===== config.mk =====
export PLATFORM = sky130hd
export DESIGN_NAME = acs_sequencer
export DESIGN_NICKNAME = d
export VERILOG_FILES = /design/src/inc/acs_pkg.sv /design/src/design/acs_sequencer.sv
export SDC_FILE = /design/constraint.sdc
export NUM_CORES = 1
export LEC_CHECK = 0
export BUFFER_PORTS_ARGS = -buffer_cell sky130_fd_sc_hd__buf_4
export CAP_MARGIN = 15
export CORE_UTILIZATION = 55
export DETAILED_ROUTE_END_ITERATION = 10
export PLACE_DENSITY = 0.78
export SLEW_MARGIN = 20
export SYNTH_ARGS = -nofsm -noshare
export SYNTH_HDL_FRONTEND = slang
export SYNTH_SLANG_ARGS = --single-unit

===== constraint.sdc =====
create_clock -name clk_sys -period 6.18 [get_ports clk_sys]
set_input_delay 0.618 -clock clk_sys [delete_from_list [all_inputs] [get_ports clk_sys]]
set_output_delay 0.618 -clock clk_sys [all_outputs]
set_load 0.01 [all_outputs]

===== src/inc/acs_pkg.sv =====
// shared constants and types of the conversion sequencer
// assumes one 40 MHz system clock; all pin-side signals arrive asynchronously
package acs_pkg;

  // system clock period in picoseconds (40 MHz)
  localparam int unsigned CLK_PERIOD_PS = 25000;

  // data port width and control word layout
  localparam int unsigned DATA_W = 10;
  localparam int unsigned IRQ_MODE_POS = 9;
  localparam int unsigned POWER_DOWN_POS = 8;
  localparam int unsigned DUAL_SAMPLE_POS = 6;
  localparam logic [9:0] CTRL_RESET = 10'h000;

  // converter clock edges: busy drops on the falling edge after start edge two
  localparam logic [1:0] START_EDGES = 2'h2;
  // converter clocks per conversion, single and double
  localparam logic [5:0] SINGLE_CLKS = 6'h0e;
  localparam logic [5:0] DOUBLE_CLKS = 6'h1c;

  // interface clock period limits in ns, kept for reference; no check uses them
  localparam int unsigned CLKIN_MIN_NS = 125;
  localparam int unsigned CLKIN_MAX_NS = 500;

  // sequencer states
  typedef enum logic [1:0] {
    ACS_IDLE,
    ACS_ARM,
    ACS_WAIT_FALL,
    ACS_CONVERT
  } acs_state_e;

  // synchronised pin group
  typedef struct packed {
    logic cs_n;
    logic wr_n;
    logic rd_n;
    logic clkin;
    logic [9:0] data;
  } acs_pins_s;

endpackage : acs_pkg


===== src/design/acs_sequencer.sv =====
// conversion sequencing, control word and result port of a 10-bit converter
// assumes: host drives cs/wr/rd/clkin/data pins asynchronously to clk_sys;
// the analog core presents an offset-binary code on raw_code, same clock.
//
// Summary of operation
// - conversion takes 14, double 28 clocks
// - busy low 1.5 to 2.5 clocks after write
// - single completion within 19.5 clocks plus 70ns
// - double completion within 33.5 clocks plus 70ns
// - write or read falling edge clears interrupt
// - results presented as ten-bit twos complement
// - irq mode selects busy or interrupt behaviour
// - data lines bidirectional, write control, read result
`timescale 1ns/1ps
module acs_sequencer
  import acs_pkg::*;
(
  // clock and reset
  input wire logic clk_sys,
  input wire logic reset,
  // host bus pins
  input wire logic cs_n,
  input wire logic wr_n,
  input wire logic rd_n,
  input wire logic clkin,
  input wire logic [DATA_W-1:0] data_port_lines_in,
  output logic [DATA_W-1:0] data_port_lines_out,
  output logic data_port_lines_oe,
  output logic status_n,
  // analog core
  input wire logic [DATA_W-1:0] raw_code,
  output logic sample_hold,
  output logic code_take,
  output logic linear_off
);

  // ===========================================================
  // pin synchronisers
  // ===========================================================
  acs_pins_s pins_raw;
  acs_pins_s pins_meta;
  acs_pins_s pins_sync;
  acs_pins_s pins_last;

  assign pins_raw = '{cs_n: cs_n, wr_n: wr_n, rd_n: rd_n, clkin: clkin,
                      data: data_port_lines_in};

  // two stages; only the second stage feeds any logic
  always_ff @(posedge clk_sys) begin
    if (reset) begin
      pins_meta <= '{cs_n: 1'b1, wr_n: 1'b1, rd_n: 1'b1, clkin: 1'b0, data: '0};
      pins_sync <= '{cs_n: 1'b1, wr_n: 1'b1, rd_n: 1'b1, clkin: 1'b0, data: '0};
    end else begin
      pins_meta <= pins_raw;
      pins_sync <= pins_meta;
    end
  end

  // previous synced value, for edge detection
  always_ff @(posedge clk_sys) begin
    if (reset) begin
      pins_last <= '{cs_n: 1'b1, wr_n: 1'b1, rd_n: 1'b1, clkin: 1'b0, data: '0};
    end else begin
      pins_last <= pins_sync;
    end
  end

  logic wr_fall;
  logic wr_rise;
  logic rd_fall;
  logic rd_rise;
  logic clk_rise;
  logic clk_fall;
  logic wr_active;
  logic rd_active;

  // strobes count only while the chip is selected
  assign wr_active = ~pins_sync.wr_n & ~pins_sync.cs_n;
  assign rd_active = ~pins_sync.rd_n & ~pins_sync.cs_n;
  assign wr_fall = pins_last.wr_n & ~pins_sync.wr_n & ~pins_sync.cs_n;
  assign wr_rise = ~pins_last.wr_n & pins_sync.wr_n & ~pins_last.cs_n;
  assign rd_fall = pins_last.rd_n & ~pins_sync.rd_n & ~pins_sync.cs_n;
  assign rd_rise = ~pins_last.rd_n & pins_sync.rd_n & ~pins_last.cs_n;
  assign clk_rise = ~pins_last.clkin & pins_sync.clkin;
  assign clk_fall = pins_last.clkin & ~pins_sync.clkin;

  // ===========================================================
  // control word
  // ===========================================================
  logic [DATA_W-1:0] ctrl_hold;
  logic [DATA_W-1:0] ctrl;

  // data hold time after the strobe is short, so keep the last value seen
  // while the strobe was low and commit that on the rising edge
  always_ff @(posedge clk_sys) begin
    if (reset) begin
      ctrl_hold <= CTRL_RESET;
    end else if (wr_active) begin
      ctrl_hold <= pins_sync.data;
    end
  end

  always_ff @(posedge clk_sys) begin
    if (reset) begin
      ctrl <= CTRL_RESET;
    end else if (wr_rise) begin
      ctrl <= ctrl_hold;
    end
  end

  logic irq_mode_bit;
  logic power_down_bit;
  logic dual_sample_bit;
  assign irq_mode_bit = ctrl[IRQ_MODE_POS];
  assign power_down_bit = ctrl[POWER_DOWN_POS];
  assign dual_sample_bit = ctrl[DUAL_SAMPLE_POS];

  assign linear_off = power_down_bit;

  // ===========================================================
  // conversion sequencer
  // ===========================================================
  acs_state_e state;
  logic [1:0] edge_cnt;
  logic [5:0] conv_cnt;
  logic dual_run;
  logic conv_done;
  logic start_req;

  // a write that leaves the part powered up starts a conversion
  assign start_req = wr_rise & ~ctrl_hold[POWER_DOWN_POS];

  assign conv_done = (state == ACS_CONVERT) && clk_rise &&
                     (conv_cnt == (dual_run ? DOUBLE_CLKS : SINGLE_CLKS) - 6'h01);

  // one clock domain, so converter timing is paced by sampled clkin edges;
  // this costs up to three system clocks of latency on every edge
  always_ff @(posedge clk_sys) begin
    if (reset) begin
      state <= ACS_IDLE;
      edge_cnt <= 2'h0;
      conv_cnt <= 6'h00;
      dual_run <= 1'b0;
    end else if (start_req) begin
      // a new write restarts the sequence
      state <= ACS_ARM;
      edge_cnt <= 2'h0;
      conv_cnt <= 6'h00;
      dual_run <= ctrl_hold[DUAL_SAMPLE_POS];
    end else if (wr_rise) begin
      // power-down aborts conversion
      // the linear side is off, so a running conversion cannot finish
      state <= ACS_IDLE;
    end else begin
      unique case (state)
        ACS_IDLE: begin
          state <= ACS_IDLE;
        end
        ACS_ARM: begin
          if (clk_rise) begin
            edge_cnt <= edge_cnt + 2'h1;
            if (edge_cnt == START_EDGES - 2'h1) begin
              state <= ACS_WAIT_FALL;
            end
          end
        end
        ACS_WAIT_FALL: begin
          // busy falls half a clock after start edge
          if (clk_fall) begin
            state <= ACS_CONVERT;
          end
        end
        ACS_CONVERT: begin
          if (clk_rise) begin
            conv_cnt <= conv_cnt + 6'h01;
          end
          if (conv_done) begin
            state <= ACS_IDLE;
          end
        end
      endcase
    end
  end

  // sampler holds during the conversion phase
  assign sample_hold = (state == ACS_CONVERT);

  // first code taken at the midpoint of a double conversion, second at the end
  logic mid_done;
  assign mid_done = (state == ACS_CONVERT) && dual_run && clk_rise &&
                    (conv_cnt == SINGLE_CLKS - 6'h01);
  assign code_take = conv_done | mid_done;

  // ===========================================================
  // result registers
  // ===========================================================
  logic [DATA_W-1:0] result_a;
  logic [DATA_W-1:0] result_b;
  logic read_second;

  function automatic logic [DATA_W-1:0] to_twos(input logic [DATA_W-1:0] code);
    to_twos = {~code[DATA_W-1], code[DATA_W-2:0]};
  endfunction : to_twos

  always_ff @(posedge clk_sys) begin
    if (reset) begin
      result_a <= '0;
      result_b <= '0;
    end else if (mid_done) begin
      result_a <= to_twos(raw_code);
    end else if (conv_done) begin
      if (dual_run) begin
        result_b <= to_twos(raw_code);
      end else begin
        result_a <= to_twos(raw_code);
      end
    end
  end

  // after a double conversion reads alternate first then second channel;
  // the toggle waits for the end of a read so the word stays put while read
  always_ff @(posedge clk_sys) begin
    if (reset) begin
      read_second <= 1'b0;
    end else if (conv_done) begin
      read_second <= 1'b0;
    end else if (rd_rise && dual_run) begin
      read_second <= ~read_second;
    end
  end

  always_ff @(posedge clk_sys) begin
    if (reset) begin
      data_port_lines_out <= '0;
      data_port_lines_oe <= 1'b0;
    end else begin
      data_port_lines_out <= read_second ? result_b : result_a;
      data_port_lines_oe <= rd_active;
    end
  end

  // ===========================================================
  // busy / interrupt output
  // ===========================================================
  logic int_flag;

  // strobe falling edge clears interrupt
  // completion sets the flag; set wins over a clear in the same cycle
  always_ff @(posedge clk_sys) begin
    if (reset) begin
      int_flag <= 1'b0;
    end else if (conv_done) begin
      int_flag <= 1'b1;
    end else if (wr_fall || rd_fall) begin
      int_flag <= 1'b0;
    end
  end

  // mode bit picks busy or interrupt
  // completion releases busy or raises interrupt
  always_ff @(posedge clk_sys) begin
    if (reset) begin
      status_n <= 1'b1;
    end else if (irq_mode_bit) begin
      status_n <= ~(int_flag | conv_done);
    end else begin
      status_n <= ~((state == ACS_CONVERT) & ~conv_done);
    end
  end

endmodule : acs_sequencer


==> impl.org, run 1 <==
** Run status
- The run finished with clean final reports.

** Timing
- Based on the critical path, the design can be clocked at up to between 300 and 400 MHz.
- At the pin with the least slew margin, the transition time is 656 ps.
- For the final database, setup skew stands at approximately 5.3 ps.
- Count of endpoints failing hold in the final timing report :: 0
- Of the available clock period, the critical path in the final layout requires a little over two fifths.
- Number of slew-limit violations in the final report :: 0
- Relative slew slack :: 56.1%
- Post-route minimum period :: 2670 ps
- Setup TNS :: 0 ps
- Setup repair after global routing missed its margin :: no
- Setup violations remaining at the end of the flow were counted as 0.
- Minimum hold slack :: 407 ps

** GRT
- Largest net degree at the start of global routing :: 60
- Number of global-route vias before repair :: between 1500 and 2000
- Total routing usage reported by global routing :: 19.2%
- The initial antenna violation count is 0.
- Grt total ovfl :: 0
- First-pass GRT wire length :: 7170 um

** Placed design
- Number of input and output port buffers inserted :: 33
- The congestion estimate from routability-driven global placement came to 0.776.
- Summed over all nets, the half-perimeter wirelength after detailed placement is approximately 2800 um.
- Area after detailed placement :: approximately 2800 sq um
- After detailed placement, the design holds a cell count of 336.

** Floorplan
- Initial core utilization :: 57.8%
- Width of the die :: roughly 70 um
- Number of I/O pins :: 41
- The total area inside the core boundary comes to 4380 sq um.
- Chip height :: 69.9 um
- The floorplan has 24 rows.
- DIE AREA :: roughly 4900 sq um

** Synthesis
- For this run, the number of Yosys warnings is 0.
- The top cell type by area accounts for between 50% and 60% of the synthesized area.
- Part of the Yosys area used for sequential elements :: a little over half
- Number of distinct library cells after synthesis :: 34
- When the netlist entered floorplanning its net count stood at roughly 300.
- After synthesis, the mean cell area works out to 9.63 sq um.
- The synthesized design contains 68 register bits.
- Cell count after synthesis :: 263
- Summed over all instances, the cell type with the most area after synthesis is sky130_fd_sc_hd__dfxtp_1.
- By area the synthesized netlist is led by sky130_fd_sc_hd__dfxtp_1 54%, sky130_fd_sc_hd__mux2i_1 8.7%, sky130_fd_sc_hd__nor2_1 5.6%.
- Summed instance area of the synthesized netlist :: 2530 sq um

** Finish
- The repair_antennas step left the layout with diodes totalling 0.
- Once layout is complete, the utilization of the core stands at 68.2%.
- Area growth from synthesis to layout :: 18.1%
- Number of standard cells in the layout, taps in and fillers out :: 350
- Area of all placed cells without fillers :: 2990 sq um
- Count of nets after finishing :: 328
- Of the cells placed in the final design, the portion with a size suffix greater than 1 is 20.5%.

** Setup path
- WS Path Type :: register to register
- Kind of end point of the critical path :: register
- Data arrives at the worst endpoint at 2870 ps.
- Startpoint types :: register
- Of all nets on the critical path, the largest fanout is 14.
- Required time of the worst setup path :: 6380 ps

** Job
- The tool flagged a number of max-cap violations equal to 0.

** Routing
- In the final routed layout, each cell accounts on average for ~12 um.
- DRT Wirelength :: 4290 um
- Via count :: 1826
- The first TritonRoute pass finished after 4 iterations.
- For this run, design rule violations remaining after detail routing come to 0.
- In the routed layout, each cell is associated on average with a via count of 5.22.
- The first routing iteration left 54 violations.
- Once detail routing completed, the nets flagged for antenna violations numbered 0.

** Power
- For this design the static power due to leakage is 1.24 nW.
- For this design the ratio of total power to cell area is 274 nW/um^2.
- Across the VDD grid, the largest voltage drop is 223 uV.

** Clocking
- Buffers inserted to repair hold after CTS numbered 0.
- TritonCTS built the clock tree.
- Skew-Pair Late Insertion Delay :: between 300 and 400 ps
- Clock sink count :: a little under 70
- Maximum clock path buffer count :: 2
- Count of H-tree levels built during CTS :: 3
- Clock-pin slew was measured on the worst setup and hold paths at 60 ps.
- Number of CTS-inserted buffers :: 9
- In this run the clock root is driven by a sky130_fd_sc_hd__clkbuf_8.
- Post-CTS repair changed the size of 0 cells.
- After clock tree synthesis, the setup repair step added 0 buffers.

** Worst hold path
- The path class of the tightest hold or removal check is register to register.
[worst max-delay path, cell delays in order (launching register included)]
cell	delay (ps)
sky130_fd_sc_hd__dfxtp_1	380
sky130_fd_sc_hd__ha_1	250
sky130_fd_sc_hd__or4bb_1	590
sky130_fd_sc_hd__a211oi_4	570
sky130_fd_sc_hd__nand2_1	430
sky130_fd_sc_hd__mux2i_1	250
sky130_fd_sc_hd__nor2_1	60
[layout by cell type, fill, tap and decap left out]
master                      instances
sky130_fd_sc_hd__buf_4             34
sky130_fd_sc_hd__mux2_1             1
sky130_fd_sc_hd__xnor2_1            3
sky130_fd_sc_hd__or4b_4             1
sky130_fd_sc_hd__nand3b_1           1
sky130_fd_sc_hd__o22ai_1            1
sky130_fd_sc_hd__clkbuf_8          11
sky130_fd_sc_hd__a211oi_4           1
sky130_fd_sc_hd__inv_1              9
sky130_fd_sc_hd__o21bai_1           1
sky130_fd_sc_hd__a21o_1             1
sky130_fd_sc_hd__bufinv_16          1
sky130_fd_sc_hd__nand2_1           20
sky130_fd_sc_hd__clkinv_2           1
sky130_fd_sc_hd__or2_2             10
sky130_fd_sc_hd__nor2b_1           10
sky130_fd_sc_hd__nor3_2             1
sky130_fd_sc_hd__mux2i_1           22
sky130_fd_sc_hd__clkbuf_1           1
sky130_fd_sc_hd__dfxtp_1           68
sky130_fd_sc_hd__a21oi_1           19
sky130_fd_sc_hd__or3b_2             1
sky130_fd_sc_hd__a22oi_1            1
sky130_fd_sc_hd__nor3b_1            1
sky130_fd_sc_hd__ha_1               7
sky130_fd_sc_hd__nor2_1            38
sky130_fd_sc_hd__a211o_1            1
sky130_fd_sc_hd__nand4b_1           1
sky130_fd_sc_hd__nand3_1            9
sky130_fd_sc_hd__or4bb_1            1
sky130_fd_sc_hd__nand4_1            3
sky130_fd_sc_hd__xor2_1             4
sky130_fd_sc_hd__o21ai_0            5
sky130_fd_sc_hd__a211oi_1           2
sky130_fd_sc_hd__and3_1             3
sky130_fd_sc_hd__nor3_1             4
[cell usage after synthesis]
cell type	number
sky130_fd_sc_hd__nand3_1	9
sky130_fd_sc_hd__nor3b_1	1
sky130_fd_sc_hd__nor3_2	1
sky130_fd_sc_hd__nor3_1	4
sky130_fd_sc_hd__a21o_1	1
sky130_fd_sc_hd__or4b_4	1
sky130_fd_sc_hd__or3b_2	1
sky130_fd_sc_hd__dfxtp_1	68
sky130_fd_sc_hd__a211oi_4	1
sky130_fd_sc_hd__nor2_1	38
sky130_fd_sc_hd__or2_2	10
sky130_fd_sc_hd__xor2_1	4
sky130_fd_sc_hd__buf_2	3
sky130_fd_sc_hd__a21oi_1	19
sky130_fd_sc_hd__or4bb_1	1
sky130_fd_sc_hd__a211oi_1	2
sky130_fd_sc_hd__mux2i_1	22
sky130_fd_sc_hd__ha_1	7
sky130_fd_sc_hd__o21ai_0	5
sky130_fd_sc_hd__nand4b_1	1
sky130_fd_sc_hd__xnor2_1	3
sky130_fd_sc_hd__nor2b_1	10
sky130_fd_sc_hd__nand3b_1	1
sky130_fd_sc_hd__a211o_1	1
sky130_fd_sc_hd__o22ai_1	1
sky130_fd_sc_hd__nand4_1	3
sky130_fd_sc_hd__nand2_1	20
sky130_fd_sc_hd__buf_1	3
sky130_fd_sc_hd__inv_1	9
sky130_fd_sc_hd__and3_1	3
sky130_fd_sc_hd__o21bai_1	1
sky130_fd_sc_hd__a22oi_1	1
sky130_fd_sc_hd__clkbuf_1	7
sky130_fd_sc_hd__mux2_1	1
[kinds of logic after synthesis]
kind of cell	share of synthesized area (%)
and+or+nand+nor	20.2
DFF	53.7
AOI/OAI and AO/OA	7.61
muxes	9.14
buffers and inverters	3.41
xor gates and xnor gates	2.42
adders and majority gates	3.46
[through the flow]
stage	power, mW	setup slack, ps
final	0.820	3510
after global routing	0.846	3350
after CTS	0.829	3530
after detailed placement	0.478	3540
after global placement	0.477	3570
after floorplan	0.466	4130
[worst paths after layout]
kind	slack (ps)	startpoint	endpoint	cells after the start
hold / removal	410	pins_meta[12]	pins_sync[12]	1
setup / recovery	3510	state[1]	result_b[9]	6
setup reg to reg	3510	state[1]	result_b[9]	6
hold reg to reg	410	pins_meta[12]	pins_sync[12]	1
[registers in the layout, summed over array words and instances (netlist names), 3 cells and up]
name,count
pins_sync,7
conv_cnt,6
pins_meta,7
result_a,10
pins_last,4
result_b,10
ctrl_hold,3
data_port_lines_out,10
[layout make-up]
type / count / area (sq um)
clock inverter: 2 / 35.0
timing repair buffer: 34 / 255
multi-input combinational: 173 / 1090
tap: 52 / 65.1
sequential: 68 / 1360
clock buffer: 12 / 155
inverter: 9 / 33.8
fill: 348 / 1390
[power by group]
| part | total, mW | leakage, nW | switching, mW | internal, mW |
|---|---|---|---|---|
| logic | 0.0222 | 0.588 | 0.0105 | 0.0117 |
| clock network | 0.352 | 0.0983 | 0.149 | 0.203 |
| registers | 0.446 | 0.551 | 0.00237 | 0.443 |
[per-layer routing]
| layer | part of all wire (%) | wire, um | track usage, % | vias up |
|---|---|---|---|---|
| li1 | - | - | - | 937 |
| met1 | 45 | 1940 | 22.5 | 838 |
| met2 | 48 | 2050 | 31.5 | 40 |
| met3 | 3.8 | 163 | 4.91 | 11 |
| met4 | 3.1 | 133 | 12.0 | 0 |
| met5 | 0 | 0 | 0 | - |
No activity file was read; power rests on OpenSTA's default activity.
==> run 2: changes to the inputs <==
Settings changed: ABC_AREA set to 1.
Clock period 6.18 ns to 2.6 ns, I/O delays scaled along.
==> run 2 against run 1 <==
Effect of this change:
- the flow now finishes with violations (design-rule violations)
- largest cell class unchanged
- critical path type is now register to output pin
- register-to-register slack got worse by 2700 ps
- worst setup slack lost 3000 ps
- non-clock buffer count up 1
- utilization rose by 1.0 points
- synthesized cell count is 31% higher
- global-route usage up 2.5 points
- sequential power increased by 140%
- first-iteration DRC count rose to 2.5 times the previous value
- critical path depth did not move
- hold slack worse by 310 ps
- count of clock-buffer cells in the layout fell by 1
- final cell count up 25%
==> impl.org, run 2 <==
** Run status
- Result of the run :: finished with violations (was finished clean)
- The checks that failed: design-rule violations.

** Clocking
- The CTS tree was done (unchanged).
- The maximum level of the CTS H-tree was 3 (unchanged).
- The number of post-CTS setup repair buffers was 0 (unchanged).
- CTS resizes :: 0 (unchanged)
- The maximum clock path buffer count is 2 (unchanged).
- Clock sink count :: 68 (unchanged)
- Root buf cell :: sky130_fd_sc_hd__clkbuf_8 (unchanged)
- Clock Pin Slew Worst Setup and Hold Paths :: 70 ps (was 60 ps)
- Skew-Pair Late Insertion Delay :: 340 ps (was 330 ps)
- Number of CTS-inserted buffers :: 9 (unchanged)
- Post-CTS Hold Fix Bufs :: 0 (unchanged)

** Finish
- Area growth from synthesis to layout :: 17.5% (was 18.1%)
- The share of the core filled with cells is 69.2% (was 68.2%).
- Commonest cells after routing, fill and taps aside :: 68 x sky130_fd_sc_hd__nor2_1, 68 x sky130_fd_sc_hd__dfxtp_1, 59 x sky130_fd_sc_hd__nand2_1, 44 x sky130_fd_sc_hd__inv_1, 35 x sky130_fd_sc_hd__buf_4 (was 68 x sky130_fd_sc_hd__dfxtp_1, 38 x sky130_fd_sc_hd__nor2_1, 34 x sky130_fd_sc_hd__buf_4, 22 x sky130_fd_sc_hd__mux2i_1, 20 x sky130_fd_sc_hd__nand2_1)
- Total inserted antenna cells :: 0 (unchanged)
- Top Registers :: data_port_lines_out x10, result_a x10, result_b x10 (unchanged)
- Area occupied by registers :: 1360 sq um (unchanged)
- The share of final-layout standard cells stronger than drive strength 1 came to 17.4% (was 20.5%).
- Count of filler cells inserted in the layout :: 385 (was 348)
- Count of nets after finishing :: 413 (was 328)
- Multi-input logic area :: 1040 sq um (was 1090 sq um)

** Setup path
- Highest cell delay on the worst timing path :: 400 ps (was 590 ps)
- The category of the most critical setup path is register to output pin (was register to register).
- The endpoint arrival time on the critical path is 1830 ps (was 2870 ps).
- The slowest cell on the critical path is sky130_fd_sc_hd__dfxtp_1 (was sky130_fd_sc_hd__or4bb_1).
- The largest fanout on the critical path came to 13 (was 14).
- Required time of the worst setup path :: 2340 ps (was 6380 ps)
- Cell-by-cell trace of the critical path :: ha_1 -> nand3_1 -> nor2_2 -> nand3_2 -> nand2_2 -> buf_4 (was ha_1 -> or4bb_1 -> a211oi_4 -> nand2_1 -> mux2i_1 -> nor2_1)
- The element type at the critical path end was an output pin (was register).
- Startpoint types :: register (unchanged)

** Placed design
- The total of buffers placed on input and output ports is 33 (unchanged).
- The weighted congestion reported at the end of routability-driven placement is 0.789 (was 0.776).
- Worst slack at placement :: 794 ps (was 3540 ps)
- The HPWL after detailed placement came to 3160 um (was 2760 um).

** Timing
- Counting I/O delays and the setup requirement, the final critical path takes 2090 ps.
- The setup violation total in the final timing report is 0 (unchanged).
- The slew at the pin closest to its max-slew limit is 568 ps (was 656 ps).
- Based on the critical path, the design can be clocked at up to around 480 MHz.
- The worst-case setup margin in the final layout is 508 ps (was 3510 ps).
- Final critical-path share of the clock period :: between 80% and 90%
- Minimum hold slack :: 101 ps (was 407 ps)
- Setup repair after global routing missed its margin: no (unchanged).
- Relative slew slack :: 62.1% (was 56.1%)
- The final clock skew was 7.37 ps (was 5.27 ps).
- The total count of hold-check failures in the final report is 0 (unchanged).
- Number of slew-limit violations in the final report :: 0 (unchanged)
- The setup TNS after final layout came to 0 ps (unchanged).

** Routing
- The average wire length per cell after detail routing was 11.0 um (was 12.2 um).
- The count of unresolved DRC violations after routing was 2 (was 0).
- The number of iterations in the first detailed-routing pass came to 7 (was 4).
- Post-route antenna net violation count :: 0 (unchanged)
- The ratio of routed vias to standard cells was 4.97 (was 5.22).
- DRT Wirelength :: 4780 um (was 4290 um)
- Via count :: 2167 (was 1826)
- Count of routing violations after the opening detailed-route iteration :: 137 (was 54)

** Synthesis
- Net Count, Synth :: 378 (was 296)
- The cell type contributing the most total cell area after synthesis is sky130_fd_sc_hd__dfxtp_1 (unchanged).
- Fraction of the mapped netlist area in adder cells :: 3.32% (was 3.46%)
- Dominant combinational cell family by area after synthesis :: simple AND/OR/NAND/NOR gates (unchanged)
- Most used standard cells in the synthesized netlist :: 68 x sky130_fd_sc_hd__dfxtp_1, 68 x sky130_fd_sc_hd__nor2_1, 59 x sky130_fd_sc_hd__nand2_1 (was 68 x sky130_fd_sc_hd__dfxtp_1, 38 x sky130_fd_sc_hd__nor2_1, 22 x sky130_fd_sc_hd__mux2i_1)
- Cell count after synthesis :: 345 (was 263)
- The sequential area share after synthesis was 51.6% (was 53.7%).
- The multiplexer share of the synthesized area came to 0% (was 9.14%).
- FF+latch count, synth :: 68 (unchanged)
- Top post-synthesis cells by area :: sky130_fd_sc_hd__dfxtp_1 52%, sky130_fd_sc_hd__nor2_1 9.7%, sky130_fd_sc_hd__nand2_1 8.4% (was sky130_fd_sc_hd__dfxtp_1 54%, sky130_fd_sc_hd__mux2i_1 8.7%, sky130_fd_sc_hd__nor2_1 5.6%)
- The mapped cell area is 2640 sq um (was 2530 sq um).
- Simple logic cell fraction of the synthesized area :: 27.5% (was 20.2%)
- The number of flops mapped to enable cells by yosys came to 0 (unchanged).
- The average footprint of a synthesized cell was 7.65 sq um (was 9.63 sq um).
- The count of distinct cell types in the synthesized netlist is 23 (was 34).
- The async set or reset register ratio after synthesis was 0% (unchanged).
- Area fraction in compound gates after synthesis :: 7.78% (was 7.60%)
- The portion of synthesized cell area occupied by the leading cell type was 51.6% (was 53.7%).
- The warning count from the yosys run came to 0 (unchanged).
- Primary flip-flop cell chosen by synthesis mapping :: sky130_fd_sc_hd__dfxtp_1 (unchanged)
- Post-Synth XOR/XNOR Area :: 0.664% (was 2.42%)

** Power
- Cell Pwr Density :: 641 nW/um^2 (was 274 nW/um^2)
- Leakage :: 1.44 nW (was 1.24 nW)
- Total power draw :: 1.99 mW (was 820 uW)
- The worst supply voltage drop on vdd came to 433 uV (was 223 uV).

** Job
- Number of max-cap violations :: 0 (unchanged)

** Floorplan
- Number of I/O pins :: 41 (unchanged)
- DIE AREA :: 5080 sq um (was 4880 sq um)
- Floorplan row count :: 24 (unchanged)
- The width of the chip came to 71.3 um (was 69.9 um).
- The area of the core was 4470 sq um (was 4380 sq um).
- The effective utilization at floorplan came to 58.9% (was 57.8%).
- The y dimension of the die is 71.3 um (was 69.9 um).

** GRT
- First-pass GRT wire length :: 8490 um (was 7170 um)
- Total routing usage reported by global routing :: 21.7% (was 19.2%)
- Largest net degree at the start of global routing :: 29 (was 60)
- The initial antenna violation count is 0 (unchanged).
- Grt total ovfl :: 0 (unchanged)
- The via count of the first global-routing pass is 1962 (was 1655).

** Worst hold path
- The type of the worst min-delay path was primary input to register (was register to register).
==> run 2: cell types whose count changed after synthesis, sizes merged, moves of 3 or more <==
| cell | previous run | this run |
|---|---|---|
| inv | 9 | 45 |
| nand2 | 20 | 63 |
| o21ai | 5 | 20 |
| a211oi | 3 | 0 |
| and3 | 3 | 0 |
| nor2 | 38 | 70 |
| xnor2 | 3 | 0 |
| nor2b | 10 | 0 |
| nor3 | 5 | 2 |
| nand3 | 9 | 24 |
| mux2i | 22 | 0 |
==> run 2: through the flow <==
stage	instances	cell area [sq um]
after floorplan	345	2640
after global placement	421	2900
after detailed placement	421	2900
after CTS	436	3100
after global routing	436	3100
final	436	3100
==> run 2: path summary, 6_finish.rpt <==
| kind | start | to | slack [ps] | depth (start not counted) |
|---|---|---|---|---|
| worst max-delay path | state[1] | code_take | 510 | 6 |
| worst max register to register | state[0] | result_b[3] | 770 | 10 |
| worst min-delay path | rd_n | pins_meta[11] | 100 | 2 |
| worst min register to register | pins_meta[9] | pins_sync[9] | 400 | 2 |
==> run 2: cell type report <==
| cell class | count | share of cell area (%) |
|---|---|---|
| repair buffers | 35 | 8.48 |
| well taps | 52 | 2.10 |
| clock buffers | 11 | 4.89 |
| clock inverters | 4 | 1.58 |
| flip-flops and latches | 68 | 43.9 |
| inverters | 46 | 5.57 |
| multi-input cells | 220 | 33.4 |
==> run 2: power breakdown <==
part / switching [mW] / leakage, nW / internal [mW]
logic: 0.0339 / 0.782 / 0.0302
clock network: 0.376 / 0.105 / 0.488
registers: 0.00457 / 0.551 / 1.05
total: 0.414 / 1.44 / 1.57
==> run 2: logic make-up after synthesis <==
group | Yosys count
AO/OA/AOI/OAI | 41
XOR/XNOR | 2
AND/OR/NAND/NOR | 170
buffers and inverters | 57
flip-flops | 68
adder cells (fa/ha/maj) | 7
==> run 2: metal layers <==
metal / GRT usage (%) / up-vias / part of all wire, %
li1: - / 1132 / -
met1: 27.4 / 974 / 47
met2: 33.7 / 54 / 46
met3: 7.17 / 7 / 5.4
met4: 10.4 / 0 / 1.6
met5: 0 / - / 0
==> run 2: critical path: cells and delay by family (launching register included) <==
kind          cells  cell delay, ps
simple gates      4             690
flops             1             400
fa+ha+maj         1             220
buf+inv           1             180
==> run 3: changes to the inputs <==
Settings changed: CORE_UTILIZATION 55 to 50, PLACE_DENSITY 0.78 to 0.74.
Clock period 2.6 ns to 1.9 ns, I/O delays scaled along.
==> run 3 against run 2 <==
Effect of this change:
- flip-flop and latch count is the same
- global-route usage shrank 2.2 points
- the run now ends clean
- critical path depth is the same
- largest cell class unchanged
- routed wire length up 1.7%
- final cell count increased by 5.3%
- sequential power up 37%
==> impl.org, run 3 (synthesis results as in run 2) <==
** Clocking
- The number of buffers created by CTS was 9 (unchanged).
- The maximum level of the CTS H-tree came to 3 (unchanged).
- The clock latency reported for the late side of the worst-skew pair came to 350 ps (was 340 ps).
- Root buf cell :: sky130_fd_sc_hd__clkbuf_8 (unchanged)
- CTS tree :: done (unchanged)
- The clock-pin slew of the registers on the worst-case setup and hold paths was 80 ps (was 70 ps).
- The count of clock tree sinks came to 68 (unchanged).
- The number of hold buffers added after CTS came to 0 (unchanged).
- The maximum clock path buffer count came to 2 (unchanged).

** Floorplan
- The area of the core is 5110 sq um (was 4470 sq um).
- DIE AREA :: 5570 sq um (was 5080 sq um)
- Chip height :: 74.6 um (was 71.3 um)
- Number of I/O pins :: 41 (unchanged)
- The width of the chip came to 74.6 um (was 71.3 um).
- Floorplan row count :: 26 (was 24)
- Initial core utilization :: 51.6% (was 58.9%)

** Finish
- Total inserted antenna cells :: 0 (unchanged)
- Count of nets after finishing :: 417 (was 413)
- Commonest cells after routing, fill and taps aside: 68 x sky130_fd_sc_hd__nor2_1, 66 x sky130_fd_sc_hd__dfxtp_1, 59 x sky130_fd_sc_hd__nand2_1, 44 x sky130_fd_sc_hd__inv_1, 38 x sky130_fd_sc_hd__buf_4 (was 68 x sky130_fd_sc_hd__nor2_1, 68 x sky130_fd_sc_hd__dfxtp_1, 59 x sky130_fd_sc_hd__nand2_1, 44 x sky130_fd_sc_hd__inv_1, 35 x sky130_fd_sc_hd__buf_4).
- Area of all placed cells without fillers :: 3160 sq um (was 3100 sq um)
- Area growth from synthesis to layout :: 19.7% (was 17.5%)
- Top Registers: data_port_lines_out x10, result_a x10, result_b x10 (unchanged).
- Post-Route Utilization :: 61.8% (was 69.2%)
- Area occupied by registers :: 1360 sq um (about the same)
- The count of filler cells inserted in the layout was 471 (was 385).
- The footprint of the multi-input gates came to 1040 sq um (about the same).
- Share of post-route cells with drive strength above 1 :: 19.3% (was 17.4%)
- The post-layout instance count excluding filler cells came to 459 (was 436).
- Leaving out fill and tap cells, the most frequent cell in the layout is sky130_fd_sc_hd__nor2_1.

** Placed design
- The standard cell area after detailed placement was 2960 sq um (was 2900 sq um).
- Placer Congestion :: 0.771 (was 0.789)
- Number of input and output port buffers inserted :: 33 (unchanged)
- Placed cells :: 442 (was 421)
- Worst slack at placement :: 180 ps (was 794 ps)
- Half-perimeter wire length after detailed placement :: 3230 um (was 3160 um)

** Routing
- DR WL/cell :: 10.6 um (was 11.0 um)
- Number of DRC violations after detailed routing :: 0 (was 2)
- The sum of routed wire segments on met1 came to 2200 um (was 2260 um).
- The detailed-route via count is 2150 (was 2167).
- The total length of routed wires was 4860 um (was 4780 um).
- Met3 wirelength from detailed routing :: 206 um (was 259 um)
- The detailed-routed wire length on met2 is 2370 um (was 2170 um).
- Post-route antenna net violation count :: 0 (unchanged)
- Count of routing violations after the opening detailed-route iteration :: 106 (was 137)
- The uppermost metal layer occupied by signal nets was met4 (unchanged).
- The number of iterations in the first detailed-routing pass is 5 (was 7).
- Post-DR vias/cell :: 4.68 (was 4.97)

** Power
- The proportion of power drawn by the clock network is 41.6% (was 43.5%).
- The worst supply voltage drop on vdd was 498 uV (was 433 uV).
- Cell Pwr Density :: 833 nW/um^2 (was 641 nW/um^2)
- Switching Power :: 632 uW (was 414 uW)
- The switching power share of the total came to 24.0% (was 20.9%).
- The internal power summed over all cells was 2.00 mW (was 1.57 mW).
- Relative contribution of sequential cells to total power :: 55.0% (was 53.3%)
- Combinational share of power :: 3.4% (was 3.2%)
- The total leakage power is 1.44 nW (about the same).

** Timing
- The final critical path takes up 92.2% of the cycle.
- Count of endpoints failing hold in the final timing report :: 0 (unchanged)
- Setup TNS :: 0 ps (unchanged)
- Number of slew-limit violations in the final report :: 0 (unchanged)
- Setup repair after global routing missed its margin :: no (unchanged)
- Max Clock Freq :: 571 MHz
- Relative slew slack :: 77.5% (was 62.1%)
- The worst-case setup margin in the final layout was 149 ps (was 508 ps).
- Slew of the pin with the lowest slew margin :: 336 ps (was 568 ps)
- # setup viols final :: 0 (unchanged)
- Post-route minimum period :: 1750 ps
- Post-Route Skew :: 10.5 ps (was 7.37 ps)

** Setup path
- R2R setup slack :: 180 ps (was 770 ps)
- The largest fanout on the critical path came to 6 (was 13).
- WS Path Type :: register to output pin (unchanged)
- The element type at the critical path end is an output pin (unchanged).
- Required time of the worst setup path :: 1710 ps (was 2340 ps)
- The type of origin of the critical path is a register (unchanged).
- Arrival time of data at the critical path endpoint :: 1560 ps (was 1830 ps)

** Job
- Number of max-cap violations :: 0 (unchanged)

** GRT
- Grt total ovfl :: 0 (unchanged)
- Antenna violations before repair :: 0 (unchanged)
- The pin count of the biggest net entering global routing is 29 (unchanged).
- The overall fraction of global-route tracks in use is 19.5% (was 21.7%).
- The via count of the first global-routing pass was 1884 (was 1962).
- The wire length of the first global-routing pass was 8000 um (was 8490 um).

** Run status
- Result of the run: finished clean (was finished with violations).

** Worst hold path
- The type of the worst min-delay path is primary input to register (unchanged).
run 3: cell types whose count changed in the layout (fill, tap and decap cells not counted), moves of 2 or more:
cell | before | now
sky130_fd_sc_hd__clkinvlp_4 | 0 | 4
sky130_fd_sc_hd__buf_4 | 35 | 38
sky130_fd_sc_hd__clkinv_2 | 2 | 0
sky130_fd_sc_hd__dfxtp_1 | 68 | 66
sky130_fd_sc_hd__dfxtp_2 | 0 | 2
sky130_fd_sc_hd__inv_6 | 0 | 2
run 3: critical path: stages, from the launching register on:
cell,delay (ps)
sky130_fd_sc_hd__dfxtp_2,370
sky130_fd_sc_hd__ha_2,210
sky130_fd_sc_hd__nand3_1,120
sky130_fd_sc_hd__nor2_2,130
sky130_fd_sc_hd__nand3_2,160
sky130_fd_sc_hd__nand2_4,120
sky130_fd_sc_hd__buf_4,120
run 3: final timing paths:
check | start | to | cells past startpoint
worst max-delay path | state[1] | code_take | 6
worst min-delay path | wr_n | pins_meta[12] | 2
worst max register to register | conv_cnt[1] | result_b[2] | 11
worst min register to register | pins_meta[13] | pins_sync[13] | 1
run 3: what timing repair did:
item                       in CTS  in global routing
resized for setup               2                  2
setup buffers                   1                  0
pin swaps                       1                  0
setup endpoints to repair       1                  1
hold endpoints to repair        0                  0
run 3: area by class of cell:
cell class	count	share of cell area, %
Clock buffer	10	4.36
Clock inverter	6	1.51
Tap cell	70	2.77
Inverter	46	5.47
Sequential cell	68	43.2
Timing Repair Buffer	39	9.67
Multi-Input combinational cell	220	33.0
run 3: power by group through the flow:
stage | registers [mW] | logic (mW) | clock network [mW]
after floorplan | 1.48 | 0.0473 | 0
after global placement | 1.48 | 0.0866 | 0
after detailed placement | 1.48 | 0.0886 | 0
after CTS | 1.45 | 0.0891 | 1.13
after global routing | 1.45 | 0.0994 | 1.19
final | 1.45 | 0.0885 | 1.10
run 3: routing by layer:
metal / vias to the layer above / track usage (%)
li1: 1138 / -
met1: 948 / 21.7
met4: 0 / 12.4
met3: 11 / 4.95
met5: - / 0
met2: 53 / 33.2
run 3: stage by stage:
| stage | hold slack [ps] | total power, mW |
|---|---|---|
| after global routing | 18.3 | 2.73 |
| after detailed placement | 378 | 1.57 |
| after floorplan | 294 | 1.53 |
| after global placement | 374 | 1.57 |
| after CTS | 3.06 | 2.67 |
| final | 19.4 | 2.63 |
